===== config.mk =====
export PLATFORM = sky130hd
export DESIGN_NAME = sad_decoder
export DESIGN_NICKNAME = d
export VERILOG_FILES = /design/src/rtl/sad_decoder.v /design/src/rtl/sad_prot_area.v
export VERILOG_INCLUDE_DIRS = /design/src /design/src/rtl
export SDC_FILE = /design/constraint.sdc
export NUM_CORES = 1
export LEC_CHECK = 0
export CORE_ASPECT_RATIO = 1.5
export CORE_MARGIN = 3
export CORE_UTILIZATION = 35
export CTS_BUF_LIST = sky130_fd_sc_hd__clkbuf_8
export CTS_CLUSTER_DIAMETER = 120
export DETAILED_ROUTE_END_ITERATION = 7
export DONT_BUFFER_PORTS = 1
export PLACE_DENSITY_LB_ADDON = 0.05
export SLEW_MARGIN = 40
export SYNTH_ARGS = -nofsm -noshare
export SYNTH_HDL_FRONTEND = slang
export SYNTH_SLANG_ARGS = --single-unit

===== constraint.sdc =====
create_clock -name clk_i -period 4.04 [get_ports clk_i]
set_input_delay 0.606 -clock clk_i [delete_from_list [all_inputs] [get_ports clk_i]]
set_output_delay 0.606 -clock clk_i [all_outputs]
set_load 0.02 [all_outputs]

===== src/rtl/sad_defs.vh =====
// constants of the system address decoder with remap and protection
`ifndef SAD_DEFS_VH
`define SAD_DEFS_VH
`define SAD_AREA_INT 4'h0
`define SAD_AREA_EXT_LO 4'h1
`define SAD_AREA_EXT_HI 4'h8
`define SAD_AREA_PERIPH 4'hf
`define SAD_REG_BOOT 8'h00
`define SAD_REG_FLASH 8'h01
`define SAD_REG_SRAM 8'h02
`define SAD_REG_ROM 8'h03
`define SAD_SYSC_PAGE 20'hfffff
`define SAD_SIZE_HALF 2'h1
`define SAD_SIZE_WORD 2'h2
`define SAD_SIZE_MAX 4'ha
`define SAD_ADR_REMAP 8'h00
`define SAD_ADR_ARB 8'h04
`define SAD_ADR_ABSR 8'h08
`define SAD_ADR_ABAD 8'h0c
`define SAD_ADR_NVCMD 8'h10
`define SAD_ADR_PPROT 8'h14
`define SAD_ADR_AREA0 8'h40
`define SAD_ARB_CPU 2'h0
`define SAD_ARB_DMA 2'h1
`define SAD_ARB_RR 2'h2
`define SAD_CAUSE_UNDEF 2'h1
`define SAD_CAUSE_ALIGN 2'h2
`define SAD_CAUSE_PROT 2'h3
`define SAD_AREA_EN_BIT 2
`define SAD_AREA_NOUSER_BIT 1
`define SAD_AREA_NOWR_BIT 0
`define SAD_AREA_SIZE_LSB 6
`endif


===== src/rtl/sad_decoder.v =====
// address decoder, remap, arbiter, abort capture and protection unit
//
// Decided for this implementation: the Wishbone interface to the registers and the address map.
`timescale 1ns/10ps
`include "sad_defs.vh"
module sad_decoder #(
    parameter FLASH_AW = 19,
    parameter SRAM_AW = 15,
    parameter ROM_AW = 16,
    parameter BOOT_FLASH_INIT = 1'b0
) (
    input wire clk_i,
    input wire rst_i,
    input wire wb_cyc_i,
    input wire wb_stb_i,
    input wire wb_we_i,
    input wire [7:0] wb_adr_i,
    input wire [3:0] wb_sel_i,
    input wire [31:0] wb_dat_i,
    output reg [31:0] wb_dat_o,
    output reg wb_ack_o,
    input wire cpu_req_i,
    input wire [31:0] cpu_addr_i,
    input wire cpu_we_i,
    input wire [1:0] cpu_size_i,
    input wire cpu_user_i,
    output wire cpu_gnt_o,
    input wire dma_req_i,
    input wire [31:0] dma_addr_i,
    input wire dma_we_i,
    input wire [1:0] dma_size_i,
    input wire dma_user_i,
    output wire dma_gnt_o,
    input wire erase_i,
    output reg acc_valid_o,
    output reg acc_master_o,
    output reg acc_we_o,
    output reg [1:0] acc_size_o,
    output reg [31:0] acc_addr_o,
    output reg flash_sel_o,
    output reg sram_sel_o,
    output reg rom_sel_o,
    output reg [7:0] ext_cs_o,
    output reg periph_sel_o,
    output reg sysc_sel_o,
    output reg abort_o,
    output wire remap_o,
    output wire boot_flash_o
);
    localparam ST_IDLE = 2'b01;
    localparam ST_HELD = 2'b10;
    reg remap;
    reg [1:0] arb_mode;
    reg last_dma;
    reg boot_flash;
    reg erase_meta;
    reg erase_sync;
    reg [1:0] pprot;
    reg [31:0] area_cfg [0:15];
    reg abort_valid;
    reg [1:0] abort_cause;
    reg abort_master;
    reg abort_we;
    reg abort_user;
    reg [1:0] abort_size;
    reg [31:0] abort_addr;
    reg [1:0] wb_state;
    reg [1:0] next_wb_state;
    reg [31:0] next_rdata;
    wire wb_req;
    wire wb_wr;
    wire sel_dma;
    wire acc_take;
    wire [31:0] a_addr;
    wire a_we;
    wire [1:0] a_size;
    wire a_user;
    wire [3:0] area;
    wire [7:0] int_reg;
    wire misalign;
    wire [15:0] area_hit;
    wire [15:0] area_viol;
    wire prot_scope;
    wire periph_viol;
    wire prot_viol;
    integer i;
    function [31:0] merge;
        input [31:0] old_v;
        input [31:0] new_v;
        input [3:0] sel;
        integer b;
        begin
            merge = old_v;
            for (b = 0; b < 4; b = b + 1) begin
                if (sel[b]) begin
                    merge[b*8 +: 8] = new_v[b*8 +: 8];
                end
            end
        end
    endfunction
    function bad_align;
        input [1:0] low;
        input [1:0] size;
        begin
            case (size)
                `SAD_SIZE_HALF: bad_align = low[0];
                `SAD_SIZE_WORD: bad_align = |low;
                default: bad_align = 1'b0;
            endcase
        end
    endfunction
    function [31:0] alias_addr;
        input [31:0] addr;
        input integer aw;
        begin
            alias_addr = addr & ((32'h1 << aw) - 32'h1);
        end
    endfunction
    assign remap_o = remap;
    assign boot_flash_o = boot_flash;
    // bus arbiter between core and dma
    assign sel_dma = dma_req_i && (!cpu_req_i
        || arb_mode == `SAD_ARB_DMA
        || (arb_mode == `SAD_ARB_RR && !last_dma));
    assign cpu_gnt_o = cpu_req_i && !sel_dma;
    assign dma_gnt_o = sel_dma;
    assign acc_take = cpu_req_i || dma_req_i;
    assign a_addr = sel_dma ? dma_addr_i : cpu_addr_i;
    assign a_we = sel_dma ? dma_we_i : cpu_we_i;
    assign a_size = sel_dma ? dma_size_i : cpu_size_i;
    assign a_user = sel_dma ? dma_user_i : cpu_user_i;
    assign area = a_addr[31:28];
    assign int_reg = a_addr[27:20];
    assign misalign = bad_align(a_addr[1:0], a_size);
    genvar g;
    generate
        for (g = 0; g < 16; g = g + 1) begin : g_area
            sad_prot_area u_area (
                .cfg_i(area_cfg[g]),
                .addr_i(a_addr),
                .we_i(a_we),
                .user_i(a_user),
                .hit_o(area_hit[g]),
                .viol_o(area_viol[g])
            );
        end
    endgenerate
    // protection covers internal memory and peripherals only
    assign prot_scope = (area == `SAD_AREA_INT)
        || (area == `SAD_AREA_PERIPH);
    assign periph_viol = (area == `SAD_AREA_PERIPH)
        && ((a_we && pprot[0]) || (a_user && pprot[1]));
    assign prot_viol = prot_scope && ((|area_viol) || periph_viol);
    // access decode, one registered cycle after the grant
    always @(posedge clk_i) begin
        if (rst_i) begin
            acc_valid_o <= 1'b0;
            acc_master_o <= 1'b0;
            acc_we_o <= 1'b0;
            acc_size_o <= 2'h0;
            acc_addr_o <= 32'h0;
            flash_sel_o <= 1'b0;
            sram_sel_o <= 1'b0;
            rom_sel_o <= 1'b0;
            ext_cs_o <= 8'h0;
            periph_sel_o <= 1'b0;
            sysc_sel_o <= 1'b0;
            abort_o <= 1'b0;
            last_dma <= 1'b0;
        end else begin
            acc_valid_o <= 1'b0;
            flash_sel_o <= 1'b0;
            sram_sel_o <= 1'b0;
            rom_sel_o <= 1'b0;
            ext_cs_o <= 8'h0;
            periph_sel_o <= 1'b0;
            sysc_sel_o <= 1'b0;
            abort_o <= 1'b0;
            if (acc_take) begin
                last_dma <= sel_dma;
                acc_master_o <= sel_dma;
                acc_we_o <= a_we;
                acc_size_o <= a_size;
                acc_addr_o <= a_addr;
                if (misalign || prot_viol) begin
                    abort_o <= 1'b1;
                end else if (area == `SAD_AREA_INT) begin
                    acc_valid_o <= 1'b1;
                    case (int_reg)
                        `SAD_REG_BOOT: begin
                            if (remap) begin
                                sram_sel_o <= 1'b1;
                                acc_addr_o <= alias_addr(a_addr, SRAM_AW);
                            end else if (boot_flash) begin
                                flash_sel_o <= 1'b1;
                                acc_addr_o <= alias_addr(a_addr, FLASH_AW);
                            end else begin
                                rom_sel_o <= 1'b1;
                                acc_addr_o <= alias_addr(a_addr, ROM_AW);
                            end
                        end
                        `SAD_REG_FLASH: begin
                            flash_sel_o <= 1'b1;
                            acc_addr_o <= alias_addr(a_addr, FLASH_AW);
                        end
                        `SAD_REG_SRAM: begin
                            sram_sel_o <= 1'b1;
                            acc_addr_o <= alias_addr(a_addr, SRAM_AW);
                        end
                        `SAD_REG_ROM: begin
                            rom_sel_o <= 1'b1;
                            acc_addr_o <= alias_addr(a_addr, ROM_AW);
                        end
                        default: begin
                            acc_valid_o <= 1'b0;
                            abort_o <= 1'b1;
                        end
                    endcase
                end else if (area >= `SAD_AREA_EXT_LO
                        && area <= `SAD_AREA_EXT_HI) begin
                    acc_valid_o <= 1'b1;
                    ext_cs_o <= 8'h1 << (area - `SAD_AREA_EXT_LO);
                end else if (area == `SAD_AREA_PERIPH) begin
                    acc_valid_o <= 1'b1;
                    if (a_addr[31:12] == `SAD_SYSC_PAGE) begin
                        sysc_sel_o <= 1'b1;
                    end else begin
                        periph_sel_o <= 1'b1;
                    end
                end else begin
                    abort_o <= 1'b1;
                end
            end
        end
    end
    // erase pin synchroniser
    always @(posedge clk_i) begin
        if (rst_i) begin
            erase_meta <= 1'b0;
            erase_sync <= 1'b0;
        end else begin
            erase_meta <= erase_i;
            erase_sync <= erase_meta;
        end
    end
    // wishbone slave
    assign wb_req = wb_cyc_i && wb_stb_i;
    assign wb_wr = wb_req && wb_we_i && wb_ack_o;
    always @* begin
        case (wb_state)
            ST_IDLE: next_wb_state = wb_req ? ST_HELD : ST_IDLE;
            ST_HELD: next_wb_state = ST_IDLE;
            default: next_wb_state = ST_IDLE;
        endcase
    end
    always @* begin
        next_rdata = 32'h0;
        case (wb_adr_i)
            `SAD_ADR_REMAP: next_rdata = {31'h0, remap};
            `SAD_ADR_ARB: next_rdata = {30'h0, arb_mode};
            `SAD_ADR_ABSR: next_rdata = {22'h0, abort_cause, 2'h0,
                abort_master, abort_user, abort_we, abort_size,
                abort_valid};
            `SAD_ADR_ABAD: next_rdata = abort_addr;
            `SAD_ADR_NVCMD: next_rdata = {31'h0, boot_flash};
            `SAD_ADR_PPROT: next_rdata = {30'h0, pprot};
            default: begin
                if (wb_adr_i[7:6] == `SAD_ADR_AREA0 >> 6) begin
                    next_rdata = area_cfg[wb_adr_i[5:2]];
                end
            end
        endcase
    end
    always @(posedge clk_i) begin
        if (rst_i) begin
            wb_state <= ST_IDLE;
            wb_ack_o <= 1'b0;
            wb_dat_o <= 32'h0;
        end else begin
            wb_state <= next_wb_state;
            wb_ack_o <= wb_req && wb_state == ST_IDLE;
            if (wb_req && wb_state == ST_IDLE) begin
                wb_dat_o <= next_rdata;
            end
        end
    end
    // control registers
    always @(posedge clk_i) begin
        if (rst_i) begin
            remap <= 1'b0;
            arb_mode <= `SAD_ARB_CPU;
            pprot <= 2'h0;
            boot_flash <= BOOT_FLASH_INIT;
            for (i = 0; i < 16; i = i + 1) begin
                area_cfg[i] <= 32'h0;
            end
        end else begin
            if (wb_wr) begin
                case (wb_adr_i)
                    `SAD_ADR_REMAP: begin
                        if (wb_sel_i[0] && wb_dat_i[0]) begin
                            remap <= 1'b1;
                        end
                    end
                    `SAD_ADR_ARB: begin
                        if (wb_sel_i[0]) begin
                            arb_mode <= wb_dat_i[1:0];
                        end
                    end
                    `SAD_ADR_PPROT: begin
                        if (wb_sel_i[0]) begin
                            pprot <= wb_dat_i[1:0];
                        end
                    end
                    `SAD_ADR_NVCMD: begin
                        if (wb_sel_i[0] && wb_dat_i[0]) begin
                            boot_flash <= 1'b1;
                        end else if (wb_sel_i[0] && wb_dat_i[1]) begin
                            boot_flash <= 1'b0;
                        end
                    end
                    default: begin
                        if (wb_adr_i[7:6] == `SAD_ADR_AREA0 >> 6) begin
                            area_cfg[wb_adr_i[5:2]] <= merge(
                                area_cfg[wb_adr_i[5:2]], wb_dat_i,
                                wb_sel_i);
                        end
                    end
                endcase
            end
            if (erase_sync) begin
                boot_flash <= 1'b0;
            end
        end
    end
    // abort status capture; a new abort wins over a clear
    always @(posedge clk_i) begin
        if (rst_i) begin
            abort_valid <= 1'b0;
            abort_cause <= 2'h0;
            abort_master <= 1'b0;
            abort_we <= 1'b0;
            abort_user <= 1'b0;
            abort_size <= 2'h0;
            abort_addr <= 32'h0;
        end else begin
            if (wb_wr && wb_adr_i == `SAD_ADR_ABSR && wb_sel_i[0]
                    && wb_dat_i[0]) begin
                abort_valid <= 1'b0;
            end
            if (acc_take && (misalign || prot_viol
                    || (area == `SAD_AREA_INT && int_reg > `SAD_REG_ROM)
                    || (area > `SAD_AREA_EXT_HI
                    && area != `SAD_AREA_PERIPH))) begin
                abort_valid <= 1'b1;
                abort_master <= sel_dma;
                abort_we <= a_we;
                abort_user <= a_user;
                abort_size <= a_size;
                abort_addr <= a_addr;
                abort_cause <= misalign ? `SAD_CAUSE_ALIGN
                    : prot_viol ? `SAD_CAUSE_PROT : `SAD_CAUSE_UNDEF;
            end
        end
    end
endmodule // sad_decoder


===== src/rtl/sad_prot_area.v =====
// one protection area: hit and violation check
`timescale 1ns/10ps
`include "sad_defs.vh"
module sad_prot_area (
    input wire [31:0] cfg_i,
    input wire [31:0] addr_i,
    input wire we_i,
    input wire user_i,
    output wire hit_o,
    output wire viol_o
);
    wire [3:0] size_raw;
    wire [3:0] size_code;
    wire [9:0] care;
    wire enabled;
    assign size_raw = cfg_i[`SAD_AREA_SIZE_LSB+3:`SAD_AREA_SIZE_LSB];
    // size code 0 is 1 KB, each step doubles, capped at 1 MB
    assign size_code = (size_raw > `SAD_SIZE_MAX) ? `SAD_SIZE_MAX : size_raw;
    assign care = 10'h3ff << size_code;
    assign enabled = cfg_i[`SAD_AREA_EN_BIT];
    assign hit_o = enabled && (addr_i[31:20] == cfg_i[31:20])
        && ((addr_i[19:10] & care) == (cfg_i[19:10] & care));
    assign viol_o = hit_o && ((we_i && cfg_i[`SAD_AREA_NOWR_BIT])
        || (user_i && cfg_i[`SAD_AREA_NOUSER_BIT]));
endmodule // sad_prot_area


Word level (Yosys, flattened, before mapping)
Memory sizes are Yosys's and may differ from the RTL's.
Cells that the tools add are included.
{ "op_classes": {"n_eq_ne": 49, "muxes": 84, "n_reduce_logical": 149, "bitwise_logic": 37, "n_shift": 17, "addsub": 1, "magnitude_cmp": 20} }
{ "ops": {"columns": ["op", "n"], "rows": [
  ["10-bit bitwise AND", 32],
  ["12-bit == test", 16],
  ["32-bit one-hot mux with 6 select lines", 1],
  ["10-bit == test", 16],
  ["32-bit 2-to-1 mux", 5],
  ["8-bit 2-to-1 mux", 20],
  ["10-bit by 4-bit left shift with 10-bit output, first input constant", 16],
  ["32-bit one-hot mux with 4 select lines", 1],
  ["1-bit logical AND", 100],
  ["4-bit greater-than comparator, second input constant", 17],
  ["4-bit 2-to-1 mux", 17],
  ["19-bit 2-to-1 mux", 2],
  ["32-bit OR reduction", 1],
  ["1-bit 2-to-1 mux", 30],
  ["1-bit logical OR", 25],
  ["20-bit == test, second input constant", 1],
  ["8-bit by 2-bit == test with 1-bit output, second input constant", 2],
  ["8-bit by 4-bit == test with 1-bit output, second input constant", 2],
  ["8-bit by 5-bit == test with 1-bit output, second input constant", 2],
  ["8-bit zero test", 2],
  ["16-bit OR reduction", 1],
  ["3-bit AND reduction", 4],
  ["4-bit OR reduction", 3],
  ["2-bit by 1-bit == test with 1-bit output, second input constant", 4],
  ["20 further kinds", 37]
]} }
{ "word_totals": {"memories": 1, "ram_bits": 512, "regBits": 134, "output_inout_bits": 88} }
{ "memory_table": {"columns": ["name", "words", "width", "rd", "rd_clocked_by_memory_dff", "write_ports", "line_no", "text"], "rows": [
  ["area_cfg", 16, 32, 17, 0, 16, "sad_decoder.v:59", "reg [31:0] area_cfg [0:15];"]
]} }

Longest topological paths before layout
Gate-level depths: netlist (run 1).
{ "depth": {"depth_word": 17, "depth_mapped": 17, "depth_no_buf": 11} }

Modules after synthesis
Synthesis (run 1) repeated with hierarchy kept, for this count alone.
{ "hier_totals": {"cells_unflattened": 2817, "area_unflattened_um2": 34057.7} }
{ "modules_own_cells": {"columns": ["module", "cells_per_inst", "area_per_inst_um2", "seq_area_each_um2", "n_inst"], "rows": [
  ["sad_decoder", 2113, 28732.6, 18057.3, 1],
  ["sad_prot_area", 44, 332.8, 0.0, 16]
]} }

Worst setup path before layout (run 1)
OpenSTA, ideal clock, no wires.
{ "synth_path": {"path_type": "in2reg", "startpoint": "in cpu_req_i", "endpoint": "reg abort_addr[1]", "setup_ns": 0.126, "slack_ns": 0.218, "t_arrival_ns": 3.696, "required_time_ns": 3.914, "path_stages": 16, "cell_sequence": "clkbuf_2 -> inv_2 -> o311ai_1 -> and2_1 -> buf_2 -> buf_2 -> xor2_1 -> a211oi_1 -> o31ai_1 -> a32oi_1 -> nand4_2 -> nor4b_4 -> or2_1 -> buf_2 -> buf_6 -> o31ai_2"} }
{ "synth_via": {"elab_chain_len": 16, "elab_cells_between_ends": 176, "cone_classes": "order compare: 2; eq/ne: 36; mux: 5; bitwise: 16; reduce/logical: 117"} }
{ "synth_rtl": {"columns": ["item", "line_no", "text"], "rows": [
  ["from (decl)", "sad_decoder.v:22", "input wire cpu_req_i,"],
  ["1-bit zero test", "sad_decoder.v:122", "assign sel_dma = dma_req_i && (!cpu_req_i"],
  ["1-bit logical OR (no line)", null, null],
  ["1-bit logical OR", "sad_decoder.v:122", null],
  ["1-bit logical AND", "sad_decoder.v:122", null],
  ["32-bit 2-to-1 mux", "sad_decoder.v:128", "assign a_addr = sel_dma ? dma_addr_i : cpu_addr_i;"],
  ["10-bit bitwise AND / 12-bit == test (equally long branches)", "sad_prot_area.v:22, sad_prot_area.v:21", null],
  ["10-bit == test / 1-bit logical AND (equally long branches)", "sad_prot_area.v:22, sad_prot_area.v:21", null],
  ["1-bit logical AND", "sad_prot_area.v:22", "&& ((addr_i[19:10] & care) == (cfg_i[19:10] & care));"],
  ["1-bit logical AND", "sad_prot_area.v:23", "assign viol_o = hit_o && ((we_i && cfg_i[`SAD_AREA_NOWR_BIT])"],
  ["16-bit OR reduction", "sad_decoder.v:153", "assign prot_viol = prot_scope && ((|area_viol) || periph_viol);"],
  ["1-bit logical OR", "sad_decoder.v:153", null],
  ["1-bit logical AND", "sad_decoder.v:153", null],
  ["1-bit logical OR (3 in series)", "sad_decoder.v:351", "if (acc_take && (misalign || prot_viol"],
  ["1-bit logical AND", "sad_decoder.v:351", null],
  ["to (signal assigned)", "sad_decoder.v:360", "abort_addr <= a_addr;"],
  ["to (decl)", "sad_decoder.v:66", "reg [31:0] abort_addr;"]
]} }
Parallel ways exist; a longest one is shown, timed or not.
A chain may end at the register's enable or synchronous reset.

Worst setup path in the final report (run 1)
{ "layout_path": {"startpoint": "reg last_dma", "endpoint": "reg sysc_sel_o"} }
{ "layout_via": {"elab_chain_len": 14, "elab_cells_between_ends": 174, "cone_classes": "order compare: 2; eq/ne: 36; mux: 6; bitwise: 17; reduce/logical: 113"} }
{ "layout_rtl": {"columns": ["item", "line_no", "text"], "rows": [
  ["from (decl)", "sad_decoder.v:54", "reg last_dma;"],
  ["from (signal assigned)", "sad_decoder.v:180", "last_dma <= sel_dma;"],
  ["1-bit zero test (*)", "sad_decoder.v:124", "|| (arb_mode == `SAD_ARB_RR && !last_dma));"],
  ["1-bit logical AND (*)", "sad_decoder.v:124", null],
  ["1-bit logical OR (*)", "sad_decoder.v:122", null],
  ["1-bit logical AND (*)", "sad_decoder.v:122", null],
  ["32-bit 2-to-1 mux", "sad_decoder.v:128", null],
  ["10-bit bitwise AND / 12-bit == test (equally long branches)", "sad_prot_area.v:22, sad_prot_area.v:21", null],
  ["10-bit == test / 1-bit logical AND (equally long branches)", "sad_prot_area.v:22, sad_prot_area.v:21", null],
  ["1-bit logical AND", "sad_prot_area.v:22", null],
  ["1-bit logical AND", "sad_prot_area.v:23", null],
  ["16-bit OR reduction", "sad_decoder.v:153", null],
  ["1-bit logical OR", "sad_decoder.v:153", null],
  ["1-bit logical AND", "sad_decoder.v:153", null],
  ["1-bit logical OR", "sad_decoder.v:185", "if (misalign || prot_viol) begin"],
  ["6-bit OR reduction (no line)", null, null],
  ["to (signal assigned)", "sad_decoder.v:167", "sysc_sel_o <= 1'b0;"],
  ["to (signal assigned)", "sad_decoder.v:177", "sysc_sel_o <= 1'b0;"],
  ["to (signal assigned)", "sad_decoder.v:226", "sysc_sel_o <= 1'b1;"],
  ["to (decl)", "sad_decoder.v:45", "output reg sysc_sel_o,"]
]} }
Mark *: on every way between the ends. The rest lies on a longest branch, timed or not.

==> results of run 1 <==
[worst reg2reg max path, cell delays in order, from the launching register on]
cell and delay, ns:
dfxtp_4 0.35, or3b_4 0.48, buf_8 0.18, buf_4 0.14, a31oi_4 0.21, or2_1 0.18
buf_12 0.13, buf_4 0.18, a22oi_1 0.20, nor4_2 0.37, nand4_1 0.22, a2111o_1 0.38
o311ai_4 0.11, buf_12 0.18, buf_6 0.12, o32ai_4 0.09, buf_12 0.15, nand3_4 0.08
buf_8 0.15, buf_6 0.11, nor2_1 0.03
[state kept, by name, indices dropped and copies added (netlist names), 2 cells and up]
signal       count
abort_addr      32
abort_cause      2
abort_size       2
acc_addr_o      32
acc_size_o       2
arb_mode         2
area_cfg       512
ext_cs_o         8
pprot            2
wb_dat_o        32
wb_state         2
[kinds of logic (layout without fill, tap and decap cells)]
family,Yosys count,count (layout),synth area share [%]
AOI/OAI and AO/OA,531,531,11.5
xor gates and xnor gates,243,243,6.09
adders and majority gates,2,2,0.0716
buffers and inverters,290,695,3.87
DFF,646,646,51.7
muxes,215,215,11.9
other,0,3,0
and+or+nand+nor,1112,1113,14.9
[through the flow]
stage               setup TNS, ns  std cells  utilization [%]  worst slack (ns)  area, um2
floorplan                       0       3039                -             0.218      34900
global placement           -34.00       4467             39.5            -0.626      39000
detailed placement         -42.01       4467             39.5            -0.770      39000
CTS                        -0.807       4709             42.6           -0.0734      42100
global route                -6.75       4733             43.3            -0.184      42800
finish                      -3.26       4735             43.3            -0.115      42800
[power groups by stage]
stage | registers (mW) | logic, mW | clock network (mW)
after floorplan | 7.77 | 1.54 | 0
after global placement | 7.87 | 2.84 | 0
after detailed placement | 7.89 | 2.84 | 0
after CTS | 7.75 | 2.98 | 5.91
after global routing | 7.77 | 3.19 | 6.17
final | 7.74 | 3.08 | 5.77
[routing by layer]
layer,track usage [%],part of all wire [%]
met5,0,0
met3,4.58,5.9
met1,32.8,35
met2,55.1,51
met4,21.4,8.3
[how the worst max path moves through the flow]
| stage | cells past startpoint | to | slack, ns |
|---|---|---|---|
| after CTS | 18 | ext_cs_o[6] | -0.07 |
| after floorplan | 16 | abort_addr[1] | 0.22 |
| final | 20 | sysc_sel_o | -0.11 |
| after detailed placement | 16 | abort_addr[8] | -0.77 |
| after global placement | 14 | ext_cs_o[5] | -0.63 |
| after global routing | 17 | abort_addr[28] | -0.18 |
[cell type report]
cell class                 instances  area [um2]  area share (%)
tap                             1287        1610            3.76
multi-input combinational       2104       16600            38.8
antenna                            3        7.51          0.0175
timing repair buffer             457        4300            10.1
clock inverter                    83         415           0.971
sequential                       646       18100            42.2
inverter                          35         131           0.307
clock buffer                     120        1650            3.86
[what timing repair did]
| action | in CTS | in global routing |
|---|---|---|
| gates resized for setup | 118 | 85 |
| endpoints found under the setup margin | 62 | 62 |
| pin swaps | 44 | 50 |
| hold endpoints to repair | 104 | 0 |
| buffers inserted | 34 | 28 |
| gates cloned | 3 | 2 |
| hold buffers | 4 | 0 |
[synth_stat cells, drive strengths merged, types with 18 or more instances]
library cell	count
nor2	613
edfxtp	512
mux4	160
clkbuf	158
dfxtp	134
xnor2	123
xor2	120
nand2	109
a21oi	105
buf	97
o21ai	92
a211oi	61
nand3	54
and3	53
a22oi	51
mux2i	51
nor4	48
and2	45
or3	44
o31ai	37
inv	35
nor3	34
nand4	33
a31oi	25
o211ai	21
nor2b	20
o311ai	18
==> run metrics, run 1 <==
status finished, violations left; failing checks setup timing; cell area after synthesis 34900 um2; core outline area 98800 um2; worst hold stages 2; final-layout fill cell count 9377; DRT antenna net count 0; die area 104000 um2; final worst-path cycle share 103%; internal power 11.5 mW; Cell Chain, Critical Path or3b_4 -> buf_8 -> buf_4 -> a31oi_4 -> or2_1 -> buf_12 -> buf_4 -> a22oi_1 -> nor4_2 -> nand4_1 -> a2111o_1 -> o311ai_4 -> buf_12 -> buf_6 -> o32ai_4 -> buf_12 -> nand3_4 -> buf_8 -> buf_6 -> nor2_1; Comb power frac between 10% and 20%; hold path start wb_dat_i[0]; min Tclk post-route 4.15 ns; Pwr Total 16.6 mW; Final Max Tran Viols 0; crit path launch last_dma; CP max stage delay 0.48 ns; Post-synth ARST share 0%; top cells by area, synth edfxtp_1 44%, mux4_2 10%, dfxtp_1 7.7%; WP data arrival 4.83 ns; Hold Slack 0.0729 ns; layout overhead on the synthesized area 22.5%; DIE HEIGHT 393 um; peak supply drop 264 uV; critical path peak fanout 10; initial antenna violation count 6; P_leak 15.5 nW; Syn. warnings 0; post-synthesis sequential area ratio about half; worst hold path endpoint arb_mode[0]; vias per cell a little under 6; R2R setup slack -0.11 ns; RSZ-0062 raised after global routing true; FP Rows around 140; Max Freq roughly 0.24 GHz; htree depth 3; Cell variety after synth 95; clock share of power between 30% and 40%; NumNets Final 3479; 1st-pass router iterations 5; most frequent cells in the layout 602 x nor2_1, 512 x edfxtp_1, 363 x buf_4, 160 x mux4_2, 131 x dfxtp_1; number of hold violations in the final report 0; final number of setup-violating endpoints 54; DP HPWL between 100000 and 150000 um; CP endpoint kind flop; critical path class reg -> reg; share of layout cells above drive strength 1 28.5%; GPL Wtd Cong 0.944; Starting Density roughly 35%; vias in the first global route 28165; crit-path most repeated cell buf_12; Max Cap Viol 0; CTS buffer count 109; mean post-synth cell area 11.5 um2; DRC 0; commonest non-fill, non-tap cell in the layout nor2_1; CTS root buf clkbuf_8; I/O pins 212; syn nets between 3000 and 4000; largest net degree at the start of global routing 139; Flop pwr share between 40% and 50%; final wirelength 162000 um; Wirelength per Cell 34.1 um; Worst-path clk slew 0.06 ns; WP buf/inv 9; number of synthesized flops with an enable pin 512; cells after synthesis ~3000; All-Layer GR Usage 30.6%; post-layout worst setup margin -0.115 ns; TritonCTS clock tree built; ys flop type edfxtp_1; CP startpoint kind flop; clock skew 0.0667 ns; Starting DRT DRC Count 2423; worst rel slew slack approximately 46%; Die X-Extent between 200 and 300 um; Seq cells post-synth 646; HP Class in -> reg; reg2reg start last_dma; Sw Pwr 5.10 mW; worst r2r dst sysc_sel_o; Slew @ Worst Pin about 0.8 ns; Crit-path slowest cell or3b_4; Power Density about 390 nW/um2; WP data required 4.72 ns; # port buffers 0; CTS sink count 646; GRT overflow 0; Synth area leader edfxtp_1; Max Root-Sink Buffers 3; Worst-Skew Late Latency 0.84 ns; sw frac roughly 31%; DR vias 27690; share of the synthesized area in the top cell type 44.0%; worst reg2reg path depth 20; Top delay family on crit path simple AND/OR/NAND/NOR gates; global-route wire length before repair between 200000 and 250000 um
Power figures use the tool's default switching activity.
==> run 2: changes to the inputs <==
--- a/config.mk
+++ b/config.mk
@@ -13,7 +13,7 @@
 export CTS_CLUSTER_DIAMETER = 120
 export DETAILED_ROUTE_END_ITERATION = 7
 export DONT_BUFFER_PORTS = 1
-export PLACE_DENSITY_LB_ADDON = 0.05
+export PLACE_DENSITY_LB_ADDON = 0.1
 export SLEW_MARGIN = 40
 export SYNTH_ARGS = -nofsm -noshare
 export SYNTH_HDL_FRONTEND = slang
==> run 2 against run 1 <==
The flow still finishes with violations (setup timing). Worst hold slack gained 0.0092 ns. First-iteration DRC count grew 15%. Core utilization grew 0.25 points. Sequential share of layout area shrank 0.26 points. Final cell count shrank 0.30%. Via count grew 0.42%. Clock power grew 5.5%. Critical endpoint is now abort_master.
==> run metrics, run 2 (synthesis gave the netlist of run 1 again) <==
CTS root buf clkbuf_8; DRT antenna net count 0; Final Cell Area 43000 um2; sw frac 29.9%; final wirelength 160000 um; WP data required 4.72 ns; GR peak layer met2; worst reg2reg path depth 17; DP Cell Count 4454; Max Freq 0.231 GHz; Starting DRT DRC Count 2789; RSZ-0062 raised after global routing true; layout overhead on the synthesized area 23.2%; Flop pwr share a little under half; vias per cell about 5.9; clock skew 0.0608 ns; Slew @ Worst Pin 0.808 ns; peak supply drop roughly 260 uV; P_leak 15.5 nW; 1st-pass router iterations 5; R2R setup slack -0.28 ns; multi-input logic area ~17000 um2; commonest non-fill, non-tap cell in the layout nor2_1; # port buffers 0; core outline area 98800 um2; GRT overflow 0; htree depth 3; Sw Pwr 5.09 mW; min Tclk post-route 4.32 ns; final cell utilization of the core 43.6%; Register Area 18100 um2; DIE HEIGHT roughly 390 um; DR vias between 20000 and 30000; worst r2r dst abort_master; Starting Density 35.4%; All-Layer GR Usage 30.0%; Comb power frac 18.7%; global-route wire length before repair 218000 um; NumNets Final between 3000 and 4000; DP Area 39000 um2; internal power between 10 and 15 mW; post-layout worst setup margin -0.285 ns; TritonCTS clock tree built; met1 Use GR around a third; Worst-path clk slew approximately 0.070 ns; GR met3 Demand/Resource around 4%; final cell count without fillers 4721; Max Root-Sink Buffers 3; Final Max Tran Viols 0; failing checks setup timing; final worst-path cycle share 107%; Hold Slack 0.0821 ns; vias in the first global route 27871; DRC 0; FP Rows 141; most frequent cells in the layout 603 x nor2_1, 512 x edfxtp_1, 348 x buf_4, 160 x mux4_2, 132 x dfxtp_1; Worst-Skew Late Latency 0.80 ns; initial antenna violation count 3; CTS buffer count 106; Die X-Extent 264 um; largest net degree at the start of global routing ~140; Wirelength per Cell 33.9 um; worst rel slew slack 45.7%; die area roughly 100000 um2; reg2reg start arb_mode[0]; number of hold violations in the final report 0; worst slack, placed -0.638 ns; critical path peak fanout 7; clock share of power 35.8%; final number of setup-violating endpoints 61; I/O pins 212; status finished, violations left; global routing usage on met2 between 50 and 60%; critical path class reg -> reg; DP HPWL 118000 um; Biggest register area_cfg; Worst Setup EP abort_master; CP endpoint kind flop; final-layout fill cell count 9319; Max Cap Viol 0; CTS sink count approximately 650; crit path launch arb_mode[0]; WP data arrival 5.00 ns; GPL Wtd Cong 0.944; CP startpoint kind flop; share of layout cells above drive strength 1 approximately 29%; Power Density 396 nW/um2; HP Class in -> reg; Largest register FFs 512
## run 2: what timing repair did
item                       in CTS  in global routing
hold buffers                    5                  0
pin swaps                      22                 26
hold endpoints to repair      103                  0
buffers inserted               28                 31
gates resized for setup        94                118
setup endpoints to repair      62                 62
cloned                          1                  8
## run 2: power by group through the flow
stage          clock network [mW]  logic (mW)  registers [mW]
6_report                     6.09        3.19            7.75
5_1_grt                      6.47        3.28            7.77
4_1_cts                      6.22        2.96            7.75
3_5_place_dp                    0        2.83            7.89
3_3_place_gp                    0        2.83            7.88
2_1_floorplan                   0        1.54            7.77
## run 2: worst min path at each step
stage	start	end	slack, ns	cells after the start
2_1_floorplan	erase_sync	boot_flash_o	0.37	1
3_5_place_dp	erase_sync	boot_flash_o	0.39	1
5_1_grt	rst_i	abort_o	0.08	2
6_report	rst_i	abort_o	0.08	2
3_3_place_gp	erase_sync	boot_flash_o	0.39	1
4_1_cts	rst_i	abort_o	0.005	2
## run 2: cell type report
cell class / instances / area share [%]
antenna: 1 / 0.00582
clock inverter: 76 / 1.15
tap: 1287 / 3.74
multi-input combinational: 2103 / 38.7
sequential: 646 / 42.0
clock buffer: 124 / 3.97
inverter: 35 / 0.305
timing repair buffer: 449 / 10.1
## run 2: per-layer routing
layer,routed length [um],part of all wire [%]
met5,0,0
met4,14500,9.0
met3,9230,5.8
met2,81400,51
met1,55200,34
## run 2: stage by stage
step | TNS [ns] | power, mW
after floorplan | 0 | 9.32
after global placement | -62.98 | 10.7
after detailed placement | -33.79 | 10.7
after CTS | -5.67 | 16.9
after global routing | -14.81 | 17.5
final | -10.74 | 17.0
## run 2: critical path: stages (launching register included)
cell and delay, ns:
dfxtp_4 0.35, buf_6 0.11, or3b_4 0.49, buf_12 0.18, a32oi_4 0.33, and2_4 0.24, buf_12 0.14, xnor2_2 0.07
nor4_2 0.35, nand4_1 0.25, a2111o_1 0.52, o311ai_4 0.14, buf_12 0.16, nor4b_4 0.05, buf_6 0.14, or2_4 0.27
buf_12 0.15, a32o_1 0.24
